$ cat config.mk
export PLATFORM = sky130hd
export DESIGN_NAME = phylc_regs
export DESIGN_NICKNAME = d
export VERILOG_FILES = /design/src/include/phylc_pkg.sv /design/src/hw/phylc_regs.sv
export SDC_FILE = /design/constraint.sdc
export NUM_CORES = 1
export LEC_CHECK = 0
export BUFFER_PORTS_ARGS = -buffer_cell sky130_fd_sc_hd__clkbuf_2
export CAP_MARGIN = 30
export CORE_ASPECT_RATIO = 1.4
export CORE_MARGIN = 2
export CORE_UTILIZATION = 51
export CTS_CLUSTER_DIAMETER = 120
export DETAILED_ROUTE_END_ITERATION = 10
export PLACE_DENSITY = 0.76
export SETUP_SLACK_MARGIN = 0.4
export SLEW_MARGIN = 10
export SYNTH_ARGS = -nofsm -noshare
export SYNTH_HDL_FRONTEND = slang
export SYNTH_SLANG_ARGS = --single-unit
export TNS_END_PERCENT = 20
$ cat constraint.sdc
create_clock -name sys_clk -period 2.2 [get_ports sys_clk]
set_input_delay 0.22 -clock sys_clk [delete_from_list [all_inputs] [get_ports sys_clk]]
set_output_delay 0.22 -clock sys_clk [all_outputs]
set_load 0.05 [all_outputs]
$ cat src/include/phylc_pkg.sv
/*
  Constants for the indicator and general configuration bank: register
  indices, reset values, field positions, indicator source codes and
  timing counts. Assumes a 100 MHz core clock.
*/
`default_nettype none
package phylc_pkg;
  // register indices; the byte address is four times the index
  localparam logic [11:0] IDX_DSP_CONFIG_SIX = 12'h450;
  localparam logic [11:0] IDX_GENERAL_CONFIG = 12'h456;
  localparam logic [11:0] IDX_INDICATOR_CONFIG_ONE = 12'h460;
  localparam logic [11:0] IDX_PAD_TERMINATION_CONTROL = 12'h461;
  localparam logic [11:0] IDX_PIN_MUX_STATUS = 12'h462;

  // reset values
  localparam logic [15:0] RST_DSP_CONFIG_SIX = 16'h0141;
  localparam logic [15:0] RST_GENERAL_CONFIG = 16'h0008;
  localparam logic [15:0] RST_INDICATOR_CONFIG_ONE = 16'h0551;
  localparam logic [15:0] RST_PAD_TERMINATION_CONTROL = 16'h0410;
  localparam logic [15:0] RST_PIN_MUX_STATUS = 16'h0000;

  // field positions
  localparam int EQ_BYPASS_BIT = 13;
  localparam int MIN_GAP_BIT = 3;
  localparam int IND_A_LSB = 8;
  localparam int IND_C_LSB = 4;
  localparam int PAD_TERM_LSB = 1;
  localparam int PIN_MUX_LSB = 8;
  localparam logic [15:0] INDICATOR_RW_MASK = 16'h0FFF;
  localparam logic [15:0] PIN_MUX_RW_MASK = 16'h0700;
  localparam logic [2:0] PIN_MUX_INDICATOR = 3'h1;

  // indicator source codes
  localparam logic [3:0] SRC_LINK = 4'h0;
  localparam logic [3:0] SRC_ACT = 4'h1;
  localparam logic [3:0] SRC_TX = 4'h2;
  localparam logic [3:0] SRC_RX = 4'h3;
  localparam logic [3:0] SRC_COL = 4'h4;
  localparam logic [3:0] SRC_SPD100 = 4'h5;
  localparam logic [3:0] SRC_SPD10 = 4'h6;
  localparam logic [3:0] SRC_FDX = 4'h7;
  localparam logic [3:0] SRC_LINK_BLINK = 4'h8;
  localparam logic [3:0] SRC_STRETCH = 4'h9;
  localparam logic [3:0] SRC_LINK100FD = 4'hA;
  localparam logic [3:0] SRC_LPI = 4'hB;
  localparam logic [3:0] SRC_MII_ERR = 4'hC;
  localparam logic [3:0] SRC_LINK_LOST = 4'hD;
  localparam logic [3:0] SRC_PRBS = 4'hE;

  // timing
  localparam int CLK_MHZ = 100;
  localparam int IPG_MIN_NS = 120;
  localparam int IPG_STD_NS = 200;
  localparam logic [4:0] IPG_MIN_CYC = 5'((IPG_MIN_NS * CLK_MHZ + 999) / 1000);
  localparam logic [4:0] IPG_STD_CYC = 5'((IPG_STD_NS * CLK_MHZ + 999) / 1000);
  localparam int BLINK_MS = 50;
  localparam int BLINK_CYC = BLINK_MS * CLK_MHZ * 1000;
  localparam int STRETCH_MS = 50;
  localparam int STRETCH_CYC = STRETCH_MS * CLK_MHZ * 1000;

  // ahb-lite
  localparam logic [1:0] HTRANS_NONSEQ = 2'h2;
  localparam logic [2:0] HSIZE_WORD = 3'h2;
endpackage
`default_nettype wire
$ cat src/hw/phylc_regs.sv
/*
  Indicator and general configuration bank of a 10/100 transceiver,
  reached over an AHB-Lite slave port with zero wait states.
  Assumes status inputs synchronous to sys_clk, and one-cycle pulses
  from the surrounding core when the basic status register is read and
  when the self-test status register is cleared.
*/
// Notes on behaviour
// - bit 13 set skips equalizer calibration
// - gap bit set 120ns, clear 200ns
// - first indicator source from bits 11:8
// - further source codes, 1111 reserved
// - link lost held until basic status read
// - prbs error held until self-test cleared
// - second indicator source from bits 7:4
// - bits 4:1 give pad termination code
// - rx bit3 pin shows indicator on 001
`timescale 1ns/10ps
`default_nettype none
module phylc_regs
  import phylc_pkg::*;
#(
  parameter int BLINK_CYCLES = BLINK_CYC,
  parameter int STRETCH_CYCLES = STRETCH_CYC
) (
  // clock and reset
  input wire logic sys_clk,
  input wire logic arst_n,
  // ahb-lite slave
  input wire logic hsel,
  input wire logic [15:0] haddr,
  input wire logic [1:0] htrans,
  input wire logic hwrite,
  input wire logic [2:0] hsize,
  input wire logic hready,
  input wire logic [31:0] hwdata,
  output logic [31:0] hrdata,
  output logic hreadyout,
  output logic hresp,
  // link status from the core
  input wire logic link_good,
  input wire logic any_activity,
  input wire logic tx_activity,
  input wire logic rx_activity,
  input wire logic collision,
  input wire logic speed_100,
  input wire logic full_duplex,
  input wire logic low_power_idle,
  input wire logic mii_error,
  input wire logic prbs_error,
  input wire logic basic_status_read,
  input wire logic self_test_clear,
  // normal receive data bit 3 from the mac side path
  input wire logic rx_nibble_bit3,
  // outputs to the core and pins
  output logic eq_cal_bypass,
  output logic [4:0] min_gap_cycles,
  output logic [3:0] pad_term_code,
  output logic indicator_output_a,
  output logic indicator_output_c,
  output logic receive_nibble_bit3_pin
);

  logic [15:0] dsp_config_six, next_dsp_config_six;
  logic [15:0] general_config, next_general_config;
  logic [15:0] indicator_config_one, next_indicator_config_one;
  logic [15:0] pad_termination_control, next_pad_termination_control;
  logic [15:0] pin_mux, next_pin_mux;
  logic wr_pend, next_wr_pend;
  logic [11:0] wr_idx, next_wr_idx;
  logic [31:0] next_hrdata;
  logic [15:0] rd_val;
  logic [11:0] a_idx;
  logic a_valid;

  assign hreadyout = 1'b1;
  assign hresp = 1'b0;
  assign a_idx = haddr[13:2];
  assign a_valid = hsel && hready && htrans == HTRANS_NONSEQ
    && hsize == HSIZE_WORD;

  // indicator state
  logic link_prev, next_link_prev;
  logic link_lost, next_link_lost;
  logic prbs_hold, next_prbs_hold;
  logic blink, next_blink;
  logic [31:0] blink_cnt, next_blink_cnt;
  logic [31:0] stretch_cnt, next_stretch_cnt;
  logic ind_a, next_ind_a;
  logic ind_c, next_ind_c;
  logic rx_pin, next_rx_pin;
  logic [3:0] src_code [2];
  logic src_val [2];

  // read mux; unmapped words read as zero
  always_comb begin
    case (a_idx)
      IDX_DSP_CONFIG_SIX: rd_val = dsp_config_six;
      IDX_GENERAL_CONFIG: rd_val = general_config;
      IDX_INDICATOR_CONFIG_ONE: rd_val = indicator_config_one;
      IDX_PAD_TERMINATION_CONTROL: rd_val = pad_termination_control;
      IDX_PIN_MUX_STATUS:
        rd_val = pin_mux | {12'h000, ind_c, ind_a, prbs_hold, link_lost};
      default: rd_val = 16'h0000;
    endcase
  end

  // bus and register next state
  always_comb begin
    next_wr_pend = a_valid && hwrite;
    next_wr_idx = a_idx;
    next_hrdata = hrdata;
    if (a_valid && !hwrite) begin
      next_hrdata = {16'h0000, rd_val};
    end
    next_dsp_config_six = dsp_config_six;
    next_general_config = general_config;
    next_indicator_config_one = indicator_config_one;
    next_pad_termination_control = pad_termination_control;
    next_pin_mux = pin_mux;
    if (wr_pend) begin
      case (wr_idx)
        IDX_DSP_CONFIG_SIX: next_dsp_config_six = hwdata[15:0];
        IDX_GENERAL_CONFIG: next_general_config = hwdata[15:0];
        IDX_INDICATOR_CONFIG_ONE:
          next_indicator_config_one = hwdata[15:0] & INDICATOR_RW_MASK;
        IDX_PAD_TERMINATION_CONTROL:
          next_pad_termination_control = hwdata[15:0];
        IDX_PIN_MUX_STATUS: next_pin_mux = hwdata[15:0] & PIN_MUX_RW_MASK;
        default: next_pin_mux = pin_mux;
      endcase
    end
  end

  always_ff @(posedge sys_clk or negedge arst_n) begin
    if (!arst_n) begin
      wr_pend <= 1'b0;
      wr_idx <= 12'h000;
      hrdata <= 32'h0000_0000;
      dsp_config_six <= RST_DSP_CONFIG_SIX;
      general_config <= RST_GENERAL_CONFIG;
      indicator_config_one <= RST_INDICATOR_CONFIG_ONE;
      pad_termination_control <= RST_PAD_TERMINATION_CONTROL;
      pin_mux <= RST_PIN_MUX_STATUS;
    end else begin
      wr_pend <= next_wr_pend;
      wr_idx <= next_wr_idx;
      hrdata <= next_hrdata;
      dsp_config_six <= next_dsp_config_six;
      general_config <= next_general_config;
      indicator_config_one <= next_indicator_config_one;
      pad_termination_control <= next_pad_termination_control;
      pin_mux <= next_pin_mux;
    end
  end

  // configuration outputs straight from the register bits
  assign eq_cal_bypass = dsp_config_six[EQ_BYPASS_BIT];
  // short gaps suit mii only; software keeps to that
  assign min_gap_cycles = general_config[MIN_GAP_BIT] ? IPG_MIN_CYC
    : IPG_STD_CYC;
  assign pad_term_code = pad_termination_control[PAD_TERM_LSB +: 4];

  assign src_code[0] = indicator_config_one[IND_A_LSB +: 4];
  assign src_code[1] = indicator_config_one[IND_C_LSB +: 4];

  // latches, blink and stretch timers
  always_comb begin
    next_link_prev = link_good;
    // a loss in the same cycle as the read still latches
    next_link_lost = (link_prev && !link_good)
      || (link_lost && !basic_status_read);
    next_prbs_hold = prbs_error || (prbs_hold && !self_test_clear);
    next_blink = blink;
    next_blink_cnt = blink_cnt + 32'h0000_0001;
    if (blink_cnt >= 32'(BLINK_CYCLES - 1)) begin
      next_blink_cnt = 32'h0000_0000;
      next_blink = !blink;
    end
    next_stretch_cnt = stretch_cnt;
    if (any_activity) begin
      next_stretch_cnt = 32'(STRETCH_CYCLES);
    end else if (stretch_cnt != 32'h0000_0000) begin
      next_stretch_cnt = stretch_cnt - 32'h0000_0001;
    end
  end

  // source selection, one copy per indicator
  generate
    for (genvar i = 0; i < 2; i++) begin : g_src
      always_comb begin
        case (src_code[i])
          SRC_LINK: src_val[i] = link_good;
          SRC_ACT: src_val[i] = any_activity;
          SRC_TX: src_val[i] = tx_activity;
          SRC_RX: src_val[i] = rx_activity;
          SRC_COL: src_val[i] = collision;
          SRC_SPD100: src_val[i] = link_good && speed_100;
          SRC_SPD10: src_val[i] = link_good && !speed_100;
          SRC_FDX: src_val[i] = full_duplex;
          SRC_LINK_BLINK: src_val[i] = link_good && !(any_activity && blink);
          SRC_STRETCH: src_val[i] = stretch_cnt != 32'h0000_0000;
          SRC_LINK100FD: src_val[i] = link_good && speed_100 && full_duplex;
          SRC_LPI: src_val[i] = low_power_idle;
          SRC_MII_ERR: src_val[i] = mii_error;
          SRC_LINK_LOST: src_val[i] = link_lost;
          SRC_PRBS: src_val[i] = prbs_hold;
          default: src_val[i] = 1'b0;
        endcase
      end
    end
  endgenerate

  always_comb begin
    next_ind_a = src_val[0];
    next_ind_c = src_val[1];
    // the pin keeps its data function unless muxed to the indicator
    next_rx_pin = (pin_mux[PIN_MUX_LSB +: 3] == PIN_MUX_INDICATOR)
      ? src_val[1] : rx_nibble_bit3;
  end

  always_ff @(posedge sys_clk or negedge arst_n) begin
    if (!arst_n) begin
      link_prev <= 1'b0;
      link_lost <= 1'b0;
      prbs_hold <= 1'b0;
      blink <= 1'b0;
      blink_cnt <= 32'h0000_0000;
      stretch_cnt <= 32'h0000_0000;
      ind_a <= 1'b0;
      ind_c <= 1'b0;
      rx_pin <= 1'b0;
    end else begin
      link_prev <= next_link_prev;
      link_lost <= next_link_lost;
      prbs_hold <= next_prbs_hold;
      blink <= next_blink;
      blink_cnt <= next_blink_cnt;
      stretch_cnt <= next_stretch_cnt;
      ind_a <= next_ind_a;
      ind_c <= next_ind_c;
      rx_pin <= next_rx_pin;
    end
  end

  assign indicator_output_a = ind_a;
  assign indicator_output_c = ind_c;
  assign receive_nibble_bit3_pin = rx_pin;

endmodule
`default_nettype wire

Word-level counts from Yosys, hierarchy flattened:

Index checks and enable logic that the tools add are counted.

* input bits: 71
* register bits: 163
* output and inout bits: 47

* bitwise logic cells: 1
* multiplexer cells: 8
* equality and inequality tests: 41
* order comparisons: 1
* reductions and logical operators: 31
* add/sub/neg operators: 2

Operators by type and width (number)
* $eq A12 B11 Y1 const B: 10
* $mux W32: 3
* $pmux W16 S5: 1
* $eq A4 B4 Y1 const B: 14
* $add A32 B1 Y32 const B: 1
* $eq A4 B3 Y1 const B: 8
* $ge A32 B23 Y1 const B: 1
* $reduce_bool A32 Y1: 1
* $sub A32 B1 Y32 const B: 1
* $pmux W1 S15: 2
* $eq A4 B2 Y1 const B: 4
* $logic_and A1 B1 Y1: 13
* $or A11 B4 Y11: 1
* $reduce_and A2 Y1: 5
* $eq A4 B1 Y1 const B: 2
* $logic_not A4 Y1: 2
* $logic_not A1 Y1: 7
* $mux W5: 1
* $eq A3 B1 Y1 const B: 1
* $eq A3 B2 Y1 const B: 1
* $eq A2 B2 Y1 const B: 1
* $logic_or A1 B1 Y1: 2
* $reduce_bool A2 Y1: 1
* $mux W1: 1

Longest topological paths before layout:

* depth in word-level cells: 5
* depth in mapped cells: 8
* depth with buffers taken out: 7

Least setup slack after synthesis:

No wires, ideal clock.

* path kind: reg-to-reg
* start point: register stretch_cnt[3]
* end point: register ind_c (netlist: indicator_output_c)
* setup slack: -0.156 ns
* stages on the path, launching flop included: 7
* clock period less this slack: 2.356 ns
* buffers on the path: 1
* arrival: 2.225 ns
* path through: dfrtp_1 > or4_4 > or4b_4 > nor3_4 > buf_6 > nor2_2 > or3_1

* cells in the longest elaborated chain, start to end: 2

Ends and longest elaborated chain
* start: declaration: RTL line phylc_regs.sv:88 `logic [31:0] stretch_cnt, next_stretch_cnt;`
* start signal: assignment: RTL line phylc_regs.sv:239 `stretch_cnt <= next_stretch_cnt;`
* $reduce_bool A32 Y1: RTL line phylc_regs.sv:202 `SRC_STRETCH: src_val[i] = stretch_cnt != 32'h0000_0000;`
* $pmux W1 S15: RTL line phylc_regs.sv:192 `case (src_code[i])`
* net next_ind_c: RTL line phylc_regs.sv:90 `logic ind_c, next_ind_c;`
* end signal: assignment: RTL line phylc_regs.sv:241 `ind_c <= next_ind_c;`
* end: declaration: RTL line phylc_regs.sv:90

The timed path passes the listed nets, and every way through them passes these cells.
A chain may end at the register's enable or synchronous reset.

Final worst setup path:

* start point: register stretch_cnt[3]
* end point: register stretch_cnt[11]

* cells in the longest elaborated chain, start to end: 3
* elaborated cells on any way between the ends: 5
* those cells by class: add/sub (1); mux (2); reduce/logical (2)

Ends and longest elaborated chain
* $sub A32 B1 Y32: RTL line phylc_regs.sv:184 `next_stretch_cnt = stretch_cnt - 32'h0000_0001;`
* $mux W32: RTL line phylc_regs.sv:183 `end else if (stretch_cnt != 32'h0000_0000) begin`
* $mux W32: RTL line phylc_regs.sv:181 `if (any_activity) begin`

Several ways; a longest one is shown, not always the timed one. The select of a mux whose other input is x is not followed.

==> implementation parameters <==
Parameter                              Value

Logic synthesis
  Instance count of the mapped netlist ... ~680
  Combined area of all synthesized cells ... 0.00768 mm2
  Most instantiated flip-flop cell in the synthesis netlist ... sky130_fd_sc_hd__dfrtp_1
  Most frequent cell after synthesis ... sky130_fd_sc_hd__dfrtp_1
  Sequential element share of the synthesized area ... a little over half
  Synth top area cells ... sky130_fd_sc_hd__dfrtp_1, sky130_fd_sc_hd__mux2_2, sky130_fd_sc_hd__dfstp_2, sky130_fd_sc_hd__nor2_1, sky130_fd_sc_hd__buf_4
  Number of flops mapped to enable cells by yosys ... 0
  Cell taking the most area after synthesis ... sky130_fd_sc_hd__dfrtp_1
  Synth Area per Inst ... 11.4 um2
  Share of the synthesized area in the top cell type ... between 40% and 50%
  Count of synthesis-stage warnings from yosys ... 0
  Proportion of synthesized flip-flops having asynchronous set or reset ... 100%
  Top cells by instance count after synthesis ... sky130_fd_sc_hd__dfrtp_1, sky130_fd_sc_hd__mux2_2, sky130_fd_sc_hd__nor2_1
  Count of state elements after synthesis ... about 160
  Count of different cell masters after synthesis ... just under 70

Global route
  Initial antenna violation count ... 0
  First-pass GRT wire length ... 30,700 um
  Total global routing overflow ... 0
  All-Layer GR Usage ... roughly 25%
  Largest net degree at the start of global routing ... 53
  Number of global-route vias before repair ... 6,143

Timing
  Fin. max-slew vios ... 0
  Final setup violation count ... 8
  Worst slew slack as a fraction of its limit ... 64.6%
  Post-layout minimum cycle time ... between 2000 and 2500 ps
  Count of final hold-check violations ... 0
  Final clock skew ... between 10 and 15 ps
  Least setup slack across all paths after layout ... -67.7 ps
  RSZ-0062 raised after global routing ... true
  Transition time of the tightest slew-check pin ... about 530 ps
  Part of the cycle the worst path needs ... 103%
  Achievable frequency ... around 0.44 GHz

Run
  Maximum Capacitance Violations ... 0

Placed design
  PortBufs ... 76
  Placed Area ... 0.00865 mm2
  Weighted congestion reported at the end of routability-driven placement ... approximately 0.84
  Estimated wirelength of the detail-placed design ... roughly 12,000 um
  Total placed cells including tap cells ... between 900 and 1,000
  Post-place setup slack ... -142 ps

Detailed routing
  Overall via count from detail_route ... 6,043
  Detailed route wirelength on metal3 ... a little over 700 um
  1st-pass router iterations ... 7
  Count of routing violations after the opening detailed-route iteration ... approximately 380
  M1 WL ... between 7000 and 8000 um
  WL met2 ... approximately 10,000 um
  Total DRC errors in the routed layout ... 0
  Antenna Nets Post-Route ... 0
  Wire length per cell ... about 19 um
  Uppermost metal layer occupied by signal nets ... met4
  Number of vias per cell ... between 5 and 6
  Total length of routed wires ... around 20,000 um

Die
  DIE AREA ... 0.0161 mm2
  Vertical extent of the die ... 149 um
  Top-Level Pins ... between 100 and 150
  Die X ... between 100 and 150 um
  Starting Density ... 51.7%
  Number of rows created at floorplan ... between 50 and 60
  Standard cell core area ... around 0.015 mm2

Cells and area
  Synthesis-to-finish area growth ... 30.4%
  Net total in the final layout ... around 900
  Fraction of final layout cells sized beyond drive strength 1 ... 37.8%
  Number of inserted filler cells in the final layout ... around 1,000
  Number of inserted diodes ... 0
  Area of the multi-input gates ... between 0.003 and 0.004 mm2
  Layout Cells excl Fill ... between 1,000 and 1,500
  Area taken by flip-flops and latches ... roughly 0.004 mm2
  Utilization after layout ... 67.5%
  Final non-filler cell area ... ~0.01 mm2

Critical path
  Critical path capture point type ... flop
  Maximum fanout encountered on the critical timing path ... 7
  Data arrival time of the worst path ... approximately 2600 ps
  Critical Path Source Type ... flop
  Critical Setup Path Class ... flop to flop
  Worst Path Required ... between 2000 and 2500 ps

Power
  Total power ... slightly below 7000 uW
  Peak supply drop ... approximately 540 uV
  Leakage power ... 0.00440 uW
  Power per unit of standard cell area ... ~690 mW/mm2

Clock tree
  Sink count of the clock tree ... ~160
  Clock tree from TritonCTS ... yes
  Clock network latency to the later pin of the worst-skew pair ... approximately 430 ps
  Clock root buffer ... sky130_fd_sc_hd__clkbuf_16
  Number of levels the H-tree was split into ... 4
  Number of buffers on the longest clock path ... 2
  CTS clk-pin slew, worst paths ... approximately 70 ps
  Total clock buffers created by CTS ... 17

Status
  Violations in the final reports ... negative setup slack
  Result of the run ... complete, but fails checks

Hold path
  Worst hold-check path type ... input port to flop
==> registers in the layout (all words and copies together) (netlist names), 3 cells and up <==
register                 count
indicator_config_one        12
blink_cnt                   32
stretch_cnt                 32
general_config              16
hrdata                      16
pin_mux                      3
pad_termination_control     16
wr_idx                      12
dsp_config_six              16
==> cell usage in the layout, fill, tap and decap left out, types with 9 or more instances in the layout <==
cell type                         n
sky130_fd_sc_hd__a21oi_1         32
sky130_fd_sc_hd__buf_6           10
sky130_fd_sc_hd__nor2_1          63
sky130_fd_sc_hd__dfrtp_1        147
sky130_fd_sc_hd__nand2b_1         9
sky130_fd_sc_hd__a222oi_1        12
sky130_fd_sc_hd__o21ai_0         17
sky130_fd_sc_hd__or3_1           13
sky130_fd_sc_hd__mux2_2          13
sky130_fd_sc_hd__nand3_1         12
sky130_fd_sc_hd__a22o_1          11
sky130_fd_sc_hd__inv_1           14
sky130_fd_sc_hd__dfstp_2         11
sky130_fd_sc_hd__conb_1          30
sky130_fd_sc_hd__or4_1            9
sky130_fd_sc_hd__mux2_4          62
sky130_fd_sc_hd__nor3_1           9
sky130_fd_sc_hd__clkbuf_2        75
sky130_fd_sc_hd__clkbuf_16       17
sky130_fd_sc_hd__buf_4           46
sky130_fd_sc_hd__nand2_1         21
sky130_fd_sc_hd__dlygate4sd3_1   14
sky130_fd_sc_hd__xor2_1          19
==> layer usage <==
layer | GRT usage [%] | vias up
met3 | 4.50 | 41
met2 | 41.8 | 182
met1 | 30.3 | 3099
met5 | 0 | -
li1 | - | 2721
met4 | 10.7 | 0
==> layout make-up <==
| cell class | count | area share (%) |
|---|---|---|
| Clock buffer | 17 | 4.25 |
| Clock inverter | 15 | 1.71 |
| Inverter | 15 | 0.587 |
| Multi-Input combinational cell | 475 | 38.8 |
| Sequential cell | 163 | 40.9 |
| Tap cell | 192 | 2.40 |
| Timing Repair Buffer | 153 | 11.4 |
==> worst paths after layout <==
path / slack [ps] / cells past startpoint / from / endpoint
worst min register to register: 500 / 1 / blink_cnt[0]$_DFF_PN0_ / blink_cnt[0]$_DFF_PN0_
worst max register to register: -70 / 5 / stretch_cnt[3]$_DFFE_PN0P_ / stretch_cnt[11]$_DFFE_PN0P_
worst max-delay path: -70 / 5 / stretch_cnt[3]$_DFFE_PN0P_ / stretch_cnt[11]$_DFFE_PN0P_
max in group asynchronous: 1130 / 3 / arst_n / blink_cnt[25]$_DFF_PN0_
min in group asynchronous: 310 / 2 / arst_n / blink_cnt[2]$_DFF_PN0_
worst min-delay path: 20 / 2 / rx_nibble_bit3 / receive_nibble_bit3_pin$_DFF_PN0_
==> per-stage QoR <==
step                setup TNS [ps]  hold WS, ps
global route                 -1460         34.6
floorplan                     -529        -75.6
detailed placement            -585          214
finish                        -350         23.0
CTS                           -382         17.2
global placement              -131          198
==> worst max-delay path: stages, from the launching register on <==
cell                      delay (ps)
sky130_fd_sc_hd__dfrtp_1         390
sky130_fd_sc_hd__or4_4           540
sky130_fd_sc_hd__or4b_4          520
sky130_fd_sc_hd__or3_4           410
sky130_fd_sc_hd__a31oi_2         180
sky130_fd_sc_hd__o21ai_1          90
==> power breakdown <==
| group | leakage, uW | internal [uW] | switching (uW) | total (uW) |
|---|---|---|---|---|
| clock | 0.000285 | 1700 | 1310 | 3010 |
| sequential | 0.00207 | 3100 | 74.4 | 3180 |
| combinational | 0.00204 | 245 | 526 | 771 |
==> repair_timing <==
| item | 4_1_cts | 5_1_grt |
|---|---|---|
| pin swaps | 14 | 11 |
| setup endpoints to repair | 85 | 129 |
| endpoints found under the hold margin | 59 | 0 |
| hold buffers | 14 | 0 |
| cloned | 1 | 0 |
| buffers inserted | 4 | 8 |
| resized for setup | 51 | 69 |
==> cells by family after synthesis <==
logic type / synth area share, %
xor+xnor: 3.19
simple gates: 16.0
buf+inv: 4.69
compound gates: 10.7
flops: 53.3
mux: 11.6
other cells: 0.0977
fa+ha+maj: 0.488
No activity file was read; power rests on OpenSTA's default activity.
